File: src/mrd_pkg.sv
package mrd_pkg;

	// ----------------------------------------------------------------
	// Timing
	// ----------------------------------------------------------------
	// Crystal-derived internal clock: crystal divided by two.
	localparam int unsigned CRYSTAL_HZ        = 32768;
	localparam int unsigned MCLK_HZ           = 250000000;
	localparam int unsigned TICK_HZ           = CRYSTAL_HZ / 2;
	// Cycles of mclk per internal clock period, rounded down.
	localparam int unsigned TICK_DIV          = MCLK_HZ / TICK_HZ;
	localparam int unsigned CONV_TICKS        = 8000;
	localparam int unsigned DIV_W             = 16;
	localparam int unsigned CONV_W            = 13;

	// ----------------------------------------------------------------
	// Ranges and modes
	// ----------------------------------------------------------------
	localparam int unsigned SEG_W             = 12;
	localparam int unsigned RDG_W             = 16;

	typedef enum logic [3:0] {
		MRD_R_2000V   = 4'h0,
		MRD_R_200V    = 4'h1,
		MRD_R_20V     = 4'h2,
		MRD_R_2V      = 4'h3,
		MRD_R_200MV   = 4'h4,
		MRD_R_2000K   = 4'h5,
		MRD_R_200K    = 4'h6,
		MRD_R_20K     = 4'h7,
		MRD_R_2K      = 4'h8,
		MRD_R_200OHM  = 4'h9,
		MRD_R_20MA    = 4'ha,
		MRD_R_200MA   = 4'hb
	} mrd_range_t;

	typedef enum logic [1:0] {
		MRD_F_VOLT    = 2'h0,
		MRD_F_CURR    = 2'h1,
		MRD_F_OHM     = 2'h2
	} mrd_func_t;

	typedef struct packed {
		logic point_low;
		logic point_mid;
		logic point_high;
	} mrd_points_t;

	typedef struct packed {
		logic       volt_current_integ_path;
		logic       ohm_integ_path;
		logic       ac_input_switch;
		logic       dc_input_switch;
		logic [3:0] divider_taps;
		logic       extended_scale;
	} mrd_analog_t;

	// Hold annunciator lives on segment line 0, backplane phase 0.
	localparam int unsigned HOLD_SEG_IDX      = 0;
	localparam logic [1:0]  HOLD_BP_PHASE     = 2'h0;

	localparam logic [RDG_W-1:0] RDG_RESET    = 16'h0000;

endpackage

File: src/mrd_control.sv
`timescale 1ns/100ps
module mrd_control
	import mrd_pkg::*;
#(
	// Cycles of mclk per internal tick. A smaller ratio keeps the conversion
	// length in ticks but shortens it in mclk cycles.
	parameter int unsigned DIV_COUNT = TICK_DIV
)
(
	input  wire logic              mclk,
	input  wire logic              rst_n,
	input  mrd_range_t             range,
	input  mrd_func_t              func,
	input  wire logic              ac_select,
	input  wire logic              manual_mode,
	input  wire logic              hold_n,
	input  wire logic [RDG_W-1:0]  reading,
	input  wire logic [1:0]        bp_phase,
	output logic                   tick,
	output logic                   conv_done,
	output logic [RDG_W-1:0]       shown_reading,
	output mrd_points_t            shown_points,
	output logic                   hold_annunc,
	output logic [SEG_W-1:0]       seg_hold_line,
	output logic                   volt_current_integ_path,
	output logic                   ohm_integ_path,
	output logic                   ac_input_switch,
	output logic                   dc_input_switch,
	output logic                   divider_tap_a,
	output logic                   divider_tap_b,
	output logic                   divider_tap_c,
	output logic                   divider_tap_d,
	output logic                   extended_scale
);

	mrd_points_t       points;
	logic [DIV_W-1:0]  div_cnt;
	logic [CONV_W-1:0] conv_cnt;
	logic [3:0]        next_taps;

	mrd_point_decode u_point_decode (
		.range  (range),
		.points (points)
	);

	// ----------------------------------------------------------------
	// Internal clock divider and conversion counter
	// ----------------------------------------------------------------
	always_ff @(posedge mclk or negedge rst_n) begin
		if (!rst_n) begin
			div_cnt <= '0;
			tick    <= 1'b0;
		end else if (div_cnt == DIV_W'(DIV_COUNT - 1)) begin
			div_cnt <= '0;
			tick    <= 1'b1;
		end else begin
			div_cnt <= div_cnt + 1'b1;
			tick    <= 1'b0;
		end
	end

	always_ff @(posedge mclk or negedge rst_n) begin
		if (!rst_n) begin
			conv_cnt  <= '0;
			conv_done <= 1'b0;
		end else begin
			conv_done <= 1'b0;
			if (tick) begin
				if (conv_cnt == CONV_W'(CONV_TICKS - 1)) begin
					conv_cnt  <= '0;
					conv_done <= 1'b1;
				end else begin
					conv_cnt <= conv_cnt + 1'b1;
				end
			end
		end
	end

	// ----------------------------------------------------------------
	// Display latch
	// ----------------------------------------------------------------
	// Conversions keep running while frozen; only the latch is held.
	always_ff @(posedge mclk or negedge rst_n) begin
		if (!rst_n) begin
			shown_reading <= RDG_RESET;
			shown_points  <= '0;
		end else if (conv_done && hold_n) begin
			shown_reading <= reading;
			shown_points  <= points;
		end
	end

	// ----------------------------------------------------------------
	// Hold annunciator
	// ----------------------------------------------------------------
	always_ff @(posedge mclk or negedge rst_n) begin
		if (!rst_n) begin
			hold_annunc   <= 1'b0;
			seg_hold_line <= '0;
		end else begin
			hold_annunc <= !hold_n;
			seg_hold_line <= '0;
			seg_hold_line[HOLD_SEG_IDX] <= !hold_n && (bp_phase == HOLD_BP_PHASE);
		end
	end

	// ----------------------------------------------------------------
	// Analog switch control
	// ----------------------------------------------------------------
	always_comb begin
		next_taps = 4'h0;
		if (func != MRD_F_OHM) begin
			case (range)
				MRD_R_200MV: next_taps = 4'h1;
				MRD_R_2V:    next_taps = 4'h1;
				MRD_R_20V:   next_taps = 4'h2;
				MRD_R_200V:  next_taps = 4'h4;
				MRD_R_2000V: next_taps = 4'h8;
				default:     next_taps = 4'h0;
			endcase
		end
	end

	always_ff @(posedge mclk or negedge rst_n) begin
		if (!rst_n) begin
			volt_current_integ_path <= 1'b1;
			ohm_integ_path          <= 1'b0;
			ac_input_switch         <= 1'b0;
			dc_input_switch         <= 1'b1;
			divider_tap_a           <= 1'b0;
			divider_tap_b           <= 1'b0;
			divider_tap_c           <= 1'b0;
			divider_tap_d           <= 1'b0;
			extended_scale          <= 1'b0;
		end else begin
			volt_current_integ_path <= (func != MRD_F_OHM);
			ohm_integ_path          <= (func == MRD_F_OHM);
			ac_input_switch         <= ac_select;
			dc_input_switch         <= !ac_select;
			divider_tap_a           <= next_taps[0];
			divider_tap_b           <= next_taps[1];
			divider_tap_c           <= next_taps[2];
			divider_tap_d           <= next_taps[3];
			extended_scale          <= manual_mode;
		end
	end

endmodule

File: src/mrd_point_decode.sv
`timescale 1ns/100ps
module mrd_point_decode
	import mrd_pkg::*;
(
	input  mrd_range_t  range,
	output mrd_points_t points
);

	// ----------------------------------------------------------------
	// Range to decimal point
	// ----------------------------------------------------------------
	always_comb begin
		points = '0;
		case (range)
			MRD_R_200V, MRD_R_200K, MRD_R_200MV, MRD_R_200OHM, MRD_R_200MA: begin
				points.point_low = 1'b1;
			end
			MRD_R_20V, MRD_R_20K, MRD_R_20MA: begin
				points.point_mid = 1'b1;
			end
			MRD_R_2V, MRD_R_2K: begin
				points.point_high = 1'b1;
			end
			default: begin
				points = '0;
			end
		endcase
	end

endmodule

File: config.mk
export PLATFORM = sky130hd
export DESIGN_NAME = mrd_control
export DESIGN_NICKNAME = d
export VERILOG_FILES = /design/src/mrd_pkg.sv /design/src/mrd_control.sv /design/src/mrd_point_decode.sv
export SDC_FILE = /design/constraint.sdc
export NUM_CORES = 1
export LEC_CHECK = 0
export BUFFER_PORTS_ARGS = -buffer_cell sky130_fd_sc_hd__buf_2
export CORE_UTILIZATION = 54
export CTS_BUF_LIST = sky130_fd_sc_hd__clkbuf_8
export CTS_CLUSTER_SIZE = 10
export DETAILED_ROUTE_END_ITERATION = 10
export GPL_ROUTABILITY_DRIVEN = 0
export PLACE_DENSITY = 0.8
export SLEW_MARGIN = 25
export SYNTH_ARGS = -nofsm -noshare
export SYNTH_HDL_FRONTEND = slang
export SYNTH_SLANG_ARGS = --single-unit
File: constraint.sdc
create_clock -name mclk -period 2.15 [get_ports mclk]
set_input_delay 0.43 -clock mclk [delete_from_list [all_inputs] [get_ports mclk]]
set_output_delay 0.43 -clock mclk [all_outputs]
set_load 0.005 [all_outputs]
==> impl_metrics.py, run 1 <==
metrics = {
    "yosys": {
        "synthAdderAreaFrac_pct": 1.40,
        "synth_edf_count": 0,
        "synthCells": 238,
        "ys_warn_count": 0,
        "synth_xor_area_share_pct": 6.86,
        "synthArstFlopShare_pct": 100,
        "ys_types": 37,
        "synth_mux_area_share_pct": 7.47,
        "syn_area_mm2": 0.00268,
        "synth_simple_gate_area_share_pct": 18.6,
        "ys_ff_latch": 61,
        "syn_area_per_cell_um2": 11.3,
        "yosys_most_used_dff": "dfrtp_1",
        "synth_top_family_by_area": "simple AND/OR/NAND/NOR gates",
        "synth_compound_area_share_pct": 3.17,
        "synth-seq-area-share_pct": 57.0,
    },
    "finish": {
        "final_cell_area_mm2": 0.00322,
        "fillerInstances": 390,
        "area_delta_synth_final_pct": 20.1,
        "drive_above_1_share_pct": 31.6,
        "seq_area_mm2": 0.00153,
        "nNetsFinal": 337,
        "fin_util_pct": 67.7,
        "multi_input_area_mm2": 0.00105,
        "diodes": 0,
    },
    "clocking": {
        "hold_buffers": 0,
        "cts.sinks": 61,
        "cts_resized": 0,
        "cts.path.max_buffers": 2,
        "root_buffer": "clkbuf_8",
        "clk_pin_slew_worst_paths_ns": 0.07,
        "cts_tree": "built",
        "clk_latency_ns": 0.33,
        "cts_made_buffers": 9,
        "cts_setup_buffers": 0,
        "htree_levels": 3,
    },
    "die": {
        "die-height_um": 72.5,
        "initial_core_util_pct": 56.4,
        "dieArea_mm2": 0.00525,
        "coreArea_mm2": 0.00475,
        "fp-row-count": 25,
        "dieWidth_um": 72.5,
        "pin_count": 72,
    },
    "setup_path": {
        "r2r-start": "conv_cnt[0]$_DFFE_PN0P_",
        "critPathKind": "register to register",
        "crit_fanout": 7,
        "worst_r2r_endpoint": "conv_cnt[10]$_DFFE_PN0P_",
        "endpoint_kind": "register",
        "cp-start-kind": "register",
        "cp_data_arrival_time_ns": 1.95,
        "rr_worst_depth": 5,
        "ff2ff_setup_slack_ns": 0.40,
        "required_ns": 2.35,
    },
    "timing": {
        "period_needed_ns": 1.75,
        "tns_ns": 0,
        "maxSlewViolCount": 0,
        "max_clock_freq_mhz": 570,
        "rsz0062_at_grt": "no",
        "setup-violations-final": 0,
        "finalHoldViolations": 0,
        "worst_slack_ns": 0.396,
        "tightest_slew_ns": 0.684,
        "relSlewSlack_pct": 54.3,
        "min_period_over_period_pct": 81.6,
        "skew_ns": 0.0110,
    },
    "routing": {
        "via_count": 1913,
        "met3RoutedLength_um": 224,
        "wl_met2_um": 2310,
        "maxUsedRoutingLayer": "met4",
        "drc": 0,
        "routedWlPerCell_um": 12.5,
        "routed_via_density": 5.07,
        "antenna_left": 0,
        "drtIter0Drc": 184,
        "drt_first_pass_iters": 4,
        "drt-met1-wl_um": 2100,
        "wl_um": 4710,
    },
    "placed_design": {
        "postPlaceCellArea_mm2": 0.00303,
        "portBuffers": 60,
        "dp_hpwl_um": 3260,
        "place_ws_ns": 0.418,
    },
    "power_and_ir_drop": {
        "power.leakage_nw": 1.63,
        "peakVddDrop_mv": 0.349,
        "pwr_density_cell_mw_per_mm2": 686,
    },
    "global_routing": {
        "grt_pass1_vias": 1773,
        "grt_max_degree": 62,
        "overflow": 0,
        "grt_use_total_pct": 20.0,
        "antenna_found_initial": 0,
        "grt_pass1_wl_um": 7870,
    },
    "hold_path": {
        "worstHoldPathType": "input port to asynchronous set/reset pin",
    },
    "run_status": {
        "status": "finished, final reports clean",
    },
    "flow_run": {
        "drv_cap": 0,
    },
}
[worst max path at each step]
stage	endpoint	from	cells past startpoint
global route	conv_cnt[10]$_DFFE_PN0P_	conv_cnt[0]$_DFFE_PN0P_	5
detailed placement	conv_cnt[10]$_DFFE_PN0P_	conv_cnt[0]$_DFFE_PN0P_	5
finish	conv_cnt[10]$_DFFE_PN0P_	conv_cnt[0]$_DFFE_PN0P_	5
floorplan	div_cnt[11]$_DFF_PN0_	div_cnt[2]$_DFF_PN0_	5
CTS	div_cnt[7]$_DFF_PN0_	div_cnt[7]$_DFF_PN0_	5
global placement	div_cnt[13]$_DFF_PN0_	div_cnt[7]$_DFF_PN0_	5
[synth_stat cells (4+ instances only)]
cell type | n | area share (%)
a21oi_1 | 5 | 0.93
buf_4 | 11 | 3.1
dfrtp_1 | 59 | 55
inv_1 | 7 | 0.98
mux2_2 | 16 | 6.7
nand2_1 | 15 | 2.1
nand3_1 | 12 | 2.2
nand4_1 | 7 | 1.6
nor2_1 | 24 | 3.4
nor3_1 | 11 | 2.1
nor3b_1 | 4 | 1.1
nor4_1 | 4 | 0.93
o21ai_0 | 5 | 0.93
xnor2_1 | 13 | 4.2
xor2_1 | 8 | 2.6
[state kept, by name (all words and copies together) (netlist names)]
| register | cells |
|---|---|
| shown_reading | 16 |
| volt_current_integ_path | 1 |
| conv_done | 1 |
| hold_annunc | 1 |
| tick | 1 |
| divider_tap_d | 1 |
| divider_tap_a | 1 |
| div_cnt | 16 |
| divider_tap_b | 1 |
| shown_points | 3 |
| seg_hold_line | 1 |
| conv_cnt | 13 |
| ohm_integ_path | 1 |
| dc_input_switch | 1 |
| ac_input_switch | 1 |
| divider_tap_c | 1 |
| extended_scale | 1 |
[power by group]
group,leakage [nW],internal [mW],switching [mW]
logic,0.700,0.0345,0.0498
registers,0.822,1.16,0.00165
clock network,0.105,0.554,0.411
[worst max-delay path: stages (launching register included)]
cell and delay [ns]:
dfrtp_1 0.44, ha_1 0.24, nand4_1 0.22, nor3_1 0.42
mux2i_1 0.24, nor3_1 0.07
[layout make-up]
type                       count  area share (%)
inverter                       7           0.816
multi-input combinational    162            32.5
clock buffer                  10            4.27
tap                           67            2.60
clock inverter                 6            1.71
timing repair buffer          64            10.6
sequential                    61            47.5
[cell usage in the layout, fill, tap and decap left out, types with 7 or more instances in the layout]
cell / Yosys / layout
buf_2: 1 / 60
dfrtp_1: 59 / 59
nor2_1: 24 / 24
mux2_2: 16 / 16
nand2_1: 15 / 15
xnor2_1: 13 / 13
nand3_1: 12 / 12
nor3_1: 11 / 11
conb_1: 1 / 11
clkbuf_8: 0 / 10
inv_1: 7 / 9
xor2_1: 8 / 8
nand4_1: 7 / 7
[through the flow]
stage               power (mW)  cells  hold slack [ns]
floorplan                 1.22    248            0.134
global placement          1.26    361            0.458
detailed placement        1.27    361            0.457
CTS                       2.24    377           0.0987
global route              2.30    377            0.133
finish                    2.21    377           0.0913
[routing by layer]
layer | global-route usage (%) | up-vias
met4 | 9.15 | 0
met2 | 33.0 | 61
met3 | 5.42 | 12
met5 | 0 | -
met1 | 24.5 | 912
li1 | - | 928
[cell families after synthesis]
group	Yosys count
AO/OA/AOI/OAI	15
XOR/XNOR	21
adder cells (fa/ha/maj)	3
buffers and inverters	25
flip-flops	61
multiplexers	18
other	1
AND/OR/NAND/NOR	94
Power figures use the tool's default switching activity.
==> run 2, diff against run 1 <==
--- a/config.mk
+++ b/config.mk
@@ -6,12 +6,12 @@
 export NUM_CORES = 1
 export LEC_CHECK = 0
 export BUFFER_PORTS_ARGS = -buffer_cell sky130_fd_sc_hd__buf_2
-export CORE_UTILIZATION = 54
+export CORE_UTILIZATION = 49
 export CTS_BUF_LIST = sky130_fd_sc_hd__clkbuf_8
 export CTS_CLUSTER_SIZE = 10
 export DETAILED_ROUTE_END_ITERATION = 10
 export GPL_ROUTABILITY_DRIVEN = 0
-export PLACE_DENSITY = 0.8
+export PLACE_DENSITY = 0.76
 export SLEW_MARGIN = 25
 export SYNTH_ARGS = -nofsm -noshare
 export SYNTH_HDL_FRONTEND = slang
==> constraint.sdc (replaced) <==
create_clock -name mclk -period 1.6 [get_ports mclk]
set_input_delay 0.32 -clock mclk [delete_from_list [all_inputs] [get_ports mclk]]
set_output_delay 0.32 -clock mclk [all_outputs]
set_load 0.005 [all_outputs]
==> run 2 against run 1 <==
- global-route usage is 1.2 points lower
- sequential power up 34%
- the run now ends with setup timing left
- register-to-register slack worse by 0.42 ns
- cell area rose by 6.5%
- die area increased by 9.9%
- fmax grew 7.7%
- power rose by 40%
==> impl_metrics.py, run 2 (same netlist as run 1, synthesis figures left out) <==
metrics = {
    "run_status": {
        "status": "complete, but fails checks",
        "violations": "setup timing",
    },
    "clocking": {
        "cts.path.max_buffers": 2,
        "clk_pin_slew_worst_paths_ns": 0.07,
        "cts_tree": "built",
        "cts_made_buffers": 9,
        "clk_latency_ns": 0.33,
        "htree_levels": 3,
        "cts.sinks": 61,
        "root_buffer": "clkbuf_8",
    },
    "finish": {
        "fin_util_pct": 66.3,
        "drive_above_1_share_pct": 37.0,
        "reg_top3": "div_cnt (16), shown_reading (16), conv_cnt (13)",
        "nNetsFinal": 359,
        "final_cells": 402,
        "layout_common_cells": "buf_2, dfrtp_1, nor2_1, buf_4, mux2_2",
        "fillerInstances": 409,
        "final_common_cell": "buf_2",
        "area_delta_synth_final_pct": 27.9,
        "diodes": 0,
    },
    "timing": {
        "min_period_over_period_pct": 102,
        "finalHoldViolations": 0,
        "worst_slack_ns": -0.0283,
        "maxSlewViolCount": 0,
        "rsz0062_at_grt": "yes",
        "period_needed_ns": 1.63,
        "skew_ns": 0.00666,
        "max_clock_freq_mhz": 614,
        "setup-violations-final": 5,
        "hold_slack_ns": 0.0961,
    },
    "routing": {
        "wl_um": 5010,
        "routedWlPerCell_um": 12.5,
        "via_count": 2006,
        "drt_first_pass_iters": 4,
        "wl_met2_um": 2410,
        "drc": 0,
        "antenna_left": 0,
        "drt-met1-wl_um": 2270,
        "maxUsedRoutingLayer": "met4",
        "drtIter0Drc": 72,
        "met3RoutedLength_um": 215,
        "routed_via_density": 4.99,
    },
    "die": {
        "die-height_um": 76.0,
        "fp-row-count": 26,
        "dieArea_mm2": 0.00577,
        "pin_count": 72,
        "coreArea_mm2": 0.00517,
        "dieWidth_um": 76.0,
        "initial_core_util_pct": 51.8,
    },
    "global_routing": {
        "grt_pass1_vias": 1878,
        "grt_pass1_wl_um": 8400,
        "grt_max_degree": 62,
        "grt_use_total_pct": 18.8,
        "antenna_found_initial": 0,
        "overflow": 0,
    },
    "power_and_ir_drop": {
        "power.leakage_nw": 1.75,
        "peakVddDrop_mv": 0.448,
        "pwr_density_cell_mw_per_mm2": 904,
        "total_power_mw": 3.10,
    },
    "hold_path": {
        "holdPathEnd": "extended_scale$_DFF_PN0_",
        "worstHoldPathType": "input port to register",
        "whs_path_depth": 1,
        "hp-start": "manual_mode",
    },
    "setup_path": {
        "endpoint_kind": "register",
        "worst_r2r_endpoint": "div_cnt[13]$_DFF_PN0_",
        "r2r-start": "div_cnt[9]$_DFF_PN0_",
        "cp-start-kind": "register",
        "required_ns": 1.82,
        "path_cells": "nand3_1 -> or4b_4 -> nor4_4 -> buf_4 -> nor2_1",
        "ff2ff_setup_slack_ns": -0.03,
        "max_stage_delay_ns": 0.54,
        "rr_worst_depth": 5,
        "crit_fanout": 6,
        "cp_data_arrival_time_ns": 1.85,
        "cp_slowest_cell": "or4b_4",
        "critPathKind": "register to register",
    },
    "placed_design": {
        "place_ws_ns": -0.0305,
        "place_inst": 383,
        "dp_hpwl_um": 3560,
        "portBuffers": 60,
    },
    "flow_run": {
        "drv_cap": 0,
    },
}
[run 2: repair_timing]
action,4_1_cts,5_1_grt
endpoints found under the hold margin,42,0
pin swaps,0,3
endpoints found under the setup margin,11,13
resized for setup,1,5
hold buffers,1,0
gates cloned,0,1
buffers inserted,0,1
[run 2: through the flow]
step / TNS (ns) / instance area, µm²
2_1_floorplan: 0 / 2720
3_3_place_gp: 0 / 3170
3_5_place_dp: -0.213 / 3170
4_1_cts: -0.0430 / 3390
5_1_grt: -0.744 / 3430
6_report: -0.0956 / 3430
[run 2: layout make-up]
| class | count | area [µm²] | area share [%] |
|---|---|---|---|
| clock buffers | 9 | 124 | 3.61 |
| clock inverters | 7 | 82.6 | 2.41 |
| inverters | 7 | 26.3 | 0.766 |
| multi-input cells | 162 | 1070 | 31.1 |
| flip-flops and latches | 61 | 1530 | 44.6 |
| well taps | 70 | 87.6 | 2.55 |
| repair buffers | 86 | 514 | 15.0 |
[run 2: per-layer routing]
layer  up-vias  track usage (%)
met5         -                0
met4         0             7.50
met3        14             5.51
met2        54             29.3
met1       958             24.7
li1        980                -
[run 2: power breakdown]
group | internal, mW | switching [mW]
clock network | 0.857 | 0.571
registers | 1.56 | 0.00242
logic | 0.0480 | 0.0675
total | 2.46 | 0.640
[run 2: worst max-delay path: cells and delay by family, from the launching register on]
family / cells / cell delay, ns
and+or+nand+nor: 4 / 0.91
DFF: 1 / 0.40
buffers and inverters: 1 / 0.20
[run 2: worst max-delay path by stage]
stage	startpoint	endpoint	cells after the start	slack, ns
2_1_floorplan	div_cnt[10]$_DFF_PN0_	div_cnt[13]$_DFF_PN0_	4	0.02
3_3_place_gp	div_cnt[10]$_DFF_PN0_	div_cnt[3]$_DFF_PN0_	4	0.04
3_5_place_dp	div_cnt[1]$_DFF_PN0_	div_cnt[2]$_DFF_PN0_	6	-0.03
4_1_cts	div_cnt[1]$_DFF_PN0_	div_cnt[2]$_DFF_PN0_	6	-0.02
5_1_grt	div_cnt[1]$_DFF_PN0_	div_cnt[13]$_DFF_PN0_	6	-0.08
6_report	div_cnt[9]$_DFF_PN0_	div_cnt[13]$_DFF_PN0_	5	-0.03
==> run 3, diff against run 2 <==
--- a/config.mk
+++ b/config.mk
@@ -6,12 +6,12 @@
 export NUM_CORES = 1
 export LEC_CHECK = 0
 export BUFFER_PORTS_ARGS = -buffer_cell sky130_fd_sc_hd__buf_2
-export CORE_UTILIZATION = 49
-export CTS_BUF_LIST = sky130_fd_sc_hd__clkbuf_8
+export CORE_UTILIZATION = 47
 export CTS_CLUSTER_SIZE = 10
 export DETAILED_ROUTE_END_ITERATION = 10
 export GPL_ROUTABILITY_DRIVEN = 0
-export PLACE_DENSITY = 0.76
+export PLACE_DENSITY = 0.73
+export SETUP_SLACK_MARGIN = 0.02
 export SLEW_MARGIN = 25
 export SYNTH_ARGS = -nofsm -noshare
 export SYNTH_HDL_FRONTEND = slang
==> run 3 against run 2 <==
- the run now ends clean
- highest routed layer unchanged
- critical path depth shrank 1
- clock skew shrank 0.0023 ns
- worst setup slack gained 0.036 ns
- register-to-register slack gained 0.04 ns
- cell area grew 0.33%
- core utilization shrank 3.8 points
- die area grew 4.1%
- sequential cell count is the same
- wire length shrank 2.6%
- largest cell class unchanged
- first-iteration DRC count grew 19%
==> impl_metrics.py, run 3 (same netlist as run 1, synthesis figures left out) <==
metrics = {
    "power_and_ir_drop": {
        "peakVddDrop_mv": 0.441,
        "total_power_mw": 2.97,
        "pwr_density_cell_mw_per_mm2": 864,
        "power.leakage_nw": 1.74,
    },
    "setup_path": {
        "rr_worst_depth": 4,
        "cp_data_arrival_time_ns": 1.81,
        "cp-start-kind": "register",
        "critPathKind": "register to register",
        "crit_fanout": 6,
        "cp_slowest_cell": "or4_4",
        "required_ns": 1.81,
        "max_stage_delay_ns": 0.55,
        "endpoint_kind": "register",
        "path_cells": "or4_4 -> nor4_4 -> buf_4 -> nor2_1",
    },
    "timing": {
        "setup-violations-final": 0,
        "max_clock_freq_mhz": 628,
        "period_needed_ns": 1.59,
        "min_period_over_period_pct": 99.5,
        "finalHoldViolations": 0,
        "rsz0062_at_grt": "yes",
        "skew_ns": 0.00431,
        "maxSlewViolCount": 0,
    },
    "finish": {
        "layout_common_cells": "buf_2, dfrtp_1, buf_4, nor2_1, mux2_2",
        "final_cells": 406,
        "area_delta_synth_final_pct": 28.3,
        "multi_input_area_mm2": 0.00107,
        "nNetsFinal": 361,
        "seq_area_mm2": 0.00153,
        "drive_above_1_share_pct": 38.0,
        "fillerInstances": 423,
        "diodes": 0,
        "final_common_cell": "buf_2",
        "reg_top3": "div_cnt (16), shown_reading (16), conv_cnt (13)",
    },
    "die": {
        "dieArea_mm2": 0.00601,
        "initial_core_util_pct": 48.7,
        "pin_count": 72,
        "coreArea_mm2": 0.00551,
        "fp-row-count": 27,
        "die-height_um": 77.5,
        "dieWidth_um": 77.5,
    },
    "routing": {
        "routed_via_density": 4.86,
        "via_count": 1973,
        "drt_first_pass_iters": 4,
        "wl_um": 4880,
        "drc": 0,
        "antenna_left": 0,
        "drtIter0Drc": 86,
        "routedWlPerCell_um": 12.0,
    },
    "global_routing": {
        "grt_pass1_vias": 1842,
        "overflow": 0,
        "grt_use_total_pct": 17.3,
        "antenna_found_initial": 0,
        "grt_pass1_wl_um": 7950,
        "grt_max_degree": 62,
    },
    "clocking": {
        "cts_made_buffers": 9,
        "cts_tree": "built",
        "cts.sinks": 61,
        "cts.path.max_buffers": 2,
        "clk_pin_slew_worst_paths_ns": 0.06,
        "htree_levels": 3,
        "root_buffer": "clkbuf_8",
        "clk_latency_ns": 0.32,
    },
    "placed_design": {
        "place_inst": 386,
        "dp_hpwl_um": 3400,
        "portBuffers": 60,
    },
    "hold_path": {
        "whs_path_depth": 1,
        "worstHoldPathType": "input port to register",
    },
    "run_status": {
        "status": "finished, final reports clean",
    },
    "flow_run": {
        "drv_cap": 0,
    },
}
[run 3: cell types whose count changed in the layout (fill, tap and decap cells not counted)]
cell / previous run / this run
clkbuf_1: 0 / 2
nand3_1: 12 / 11
buf_4: 23 / 25
nor2b_1: 3 / 2
nand3_2: 0 / 1
bufinv_16: 2 / 1
clkinv_2: 3 / 2
clkbuf_8: 9 / 10
nor2b_2: 0 / 1
inv_1: 9 / 7
clkinvlp_4: 0 / 1
[run 3: worst paths after layout]
check                                             from                                end  slack (ns)
setup reg to reg                 div_cnt[10]$_DFF_PN0_              div_cnt[12]$_DFF_PN0_       0.007
min in group asynchronous                        rst_n            conv_cnt[8]$_DFFE_PN0P_        0.52
max in group asynchronous                        rst_n  volt_current_integ_path$_DFF_PN1_        0.76
hold / removal                             manual_mode           extended_scale$_DFF_PN0_         0.1
setup / recovery                 div_cnt[10]$_DFF_PN0_              div_cnt[12]$_DFF_PN0_       0.007
hold reg to reg            shown_points[0]$_DFFE_PN0P_        shown_points[0]$_DFFE_PN0P_        0.47
[run 3: timing repair]
| action | 4_1_cts | 5_1_grt |
|---|---|---|
| gates resized for setup | 1 | 7 |
| setup buffers | 0 | 2 |
| hold endpoints to repair | 7 | 0 |
| endpoints found under the setup margin | 11 | 18 |
| hold buffers | 1 | 0 |
| cloned | 0 | 1 |
[run 3: final cells by class]
class                           count  share of cell area (%)
Sequential cell                    61                    44.4
Multi-Input combinational cell    162                    31.2
Timing Repair Buffer               88                    15.4
Clock buffer                       12                    4.22
Tap cell                           72                    2.62
Clock inverter                      4                    1.38
Inverter                            7                   0.764
[run 3: worst max-delay path, delay by kind of cell (launching register included)]
kind | cells | cell delay (ns)
buf+inv | 1 | 0.19
flops | 1 | 0.39
simple gates | 3 | 0.90
[run 3: where the power goes]
group	leakage [nW]	internal, mW	switching [mW]
Combinational	0.827	0.0480	0.0676
Sequential	0.822	1.56	0.00195
Clock	0.0964	0.757	0.541
[run 3: stage by stage]
stage	setup WS [ns]	hold WS, ns	setup TNS [ns]	instance area [µm²]	util [%]
CTS	0.00115	0.0863	0	3390	61.6
global placement	0.0306	0.347	0	3180	57.8
finish	0.00725	0.0994	0	3440	62.5
floorplan	0.0224	0.0244	0	2720	-
detailed placement	-0.00406	0.346	-0.0114	3180	57.8
global route	-0.0496	0.0793	-0.335	3440	62.5
[run 3: per-layer routing]
metal	routed length, µm	global-route usage [%]
met4	81	8.68
met3	258	5.29
met1	2230	19.8
met5	0	0
met2	2310	29.1
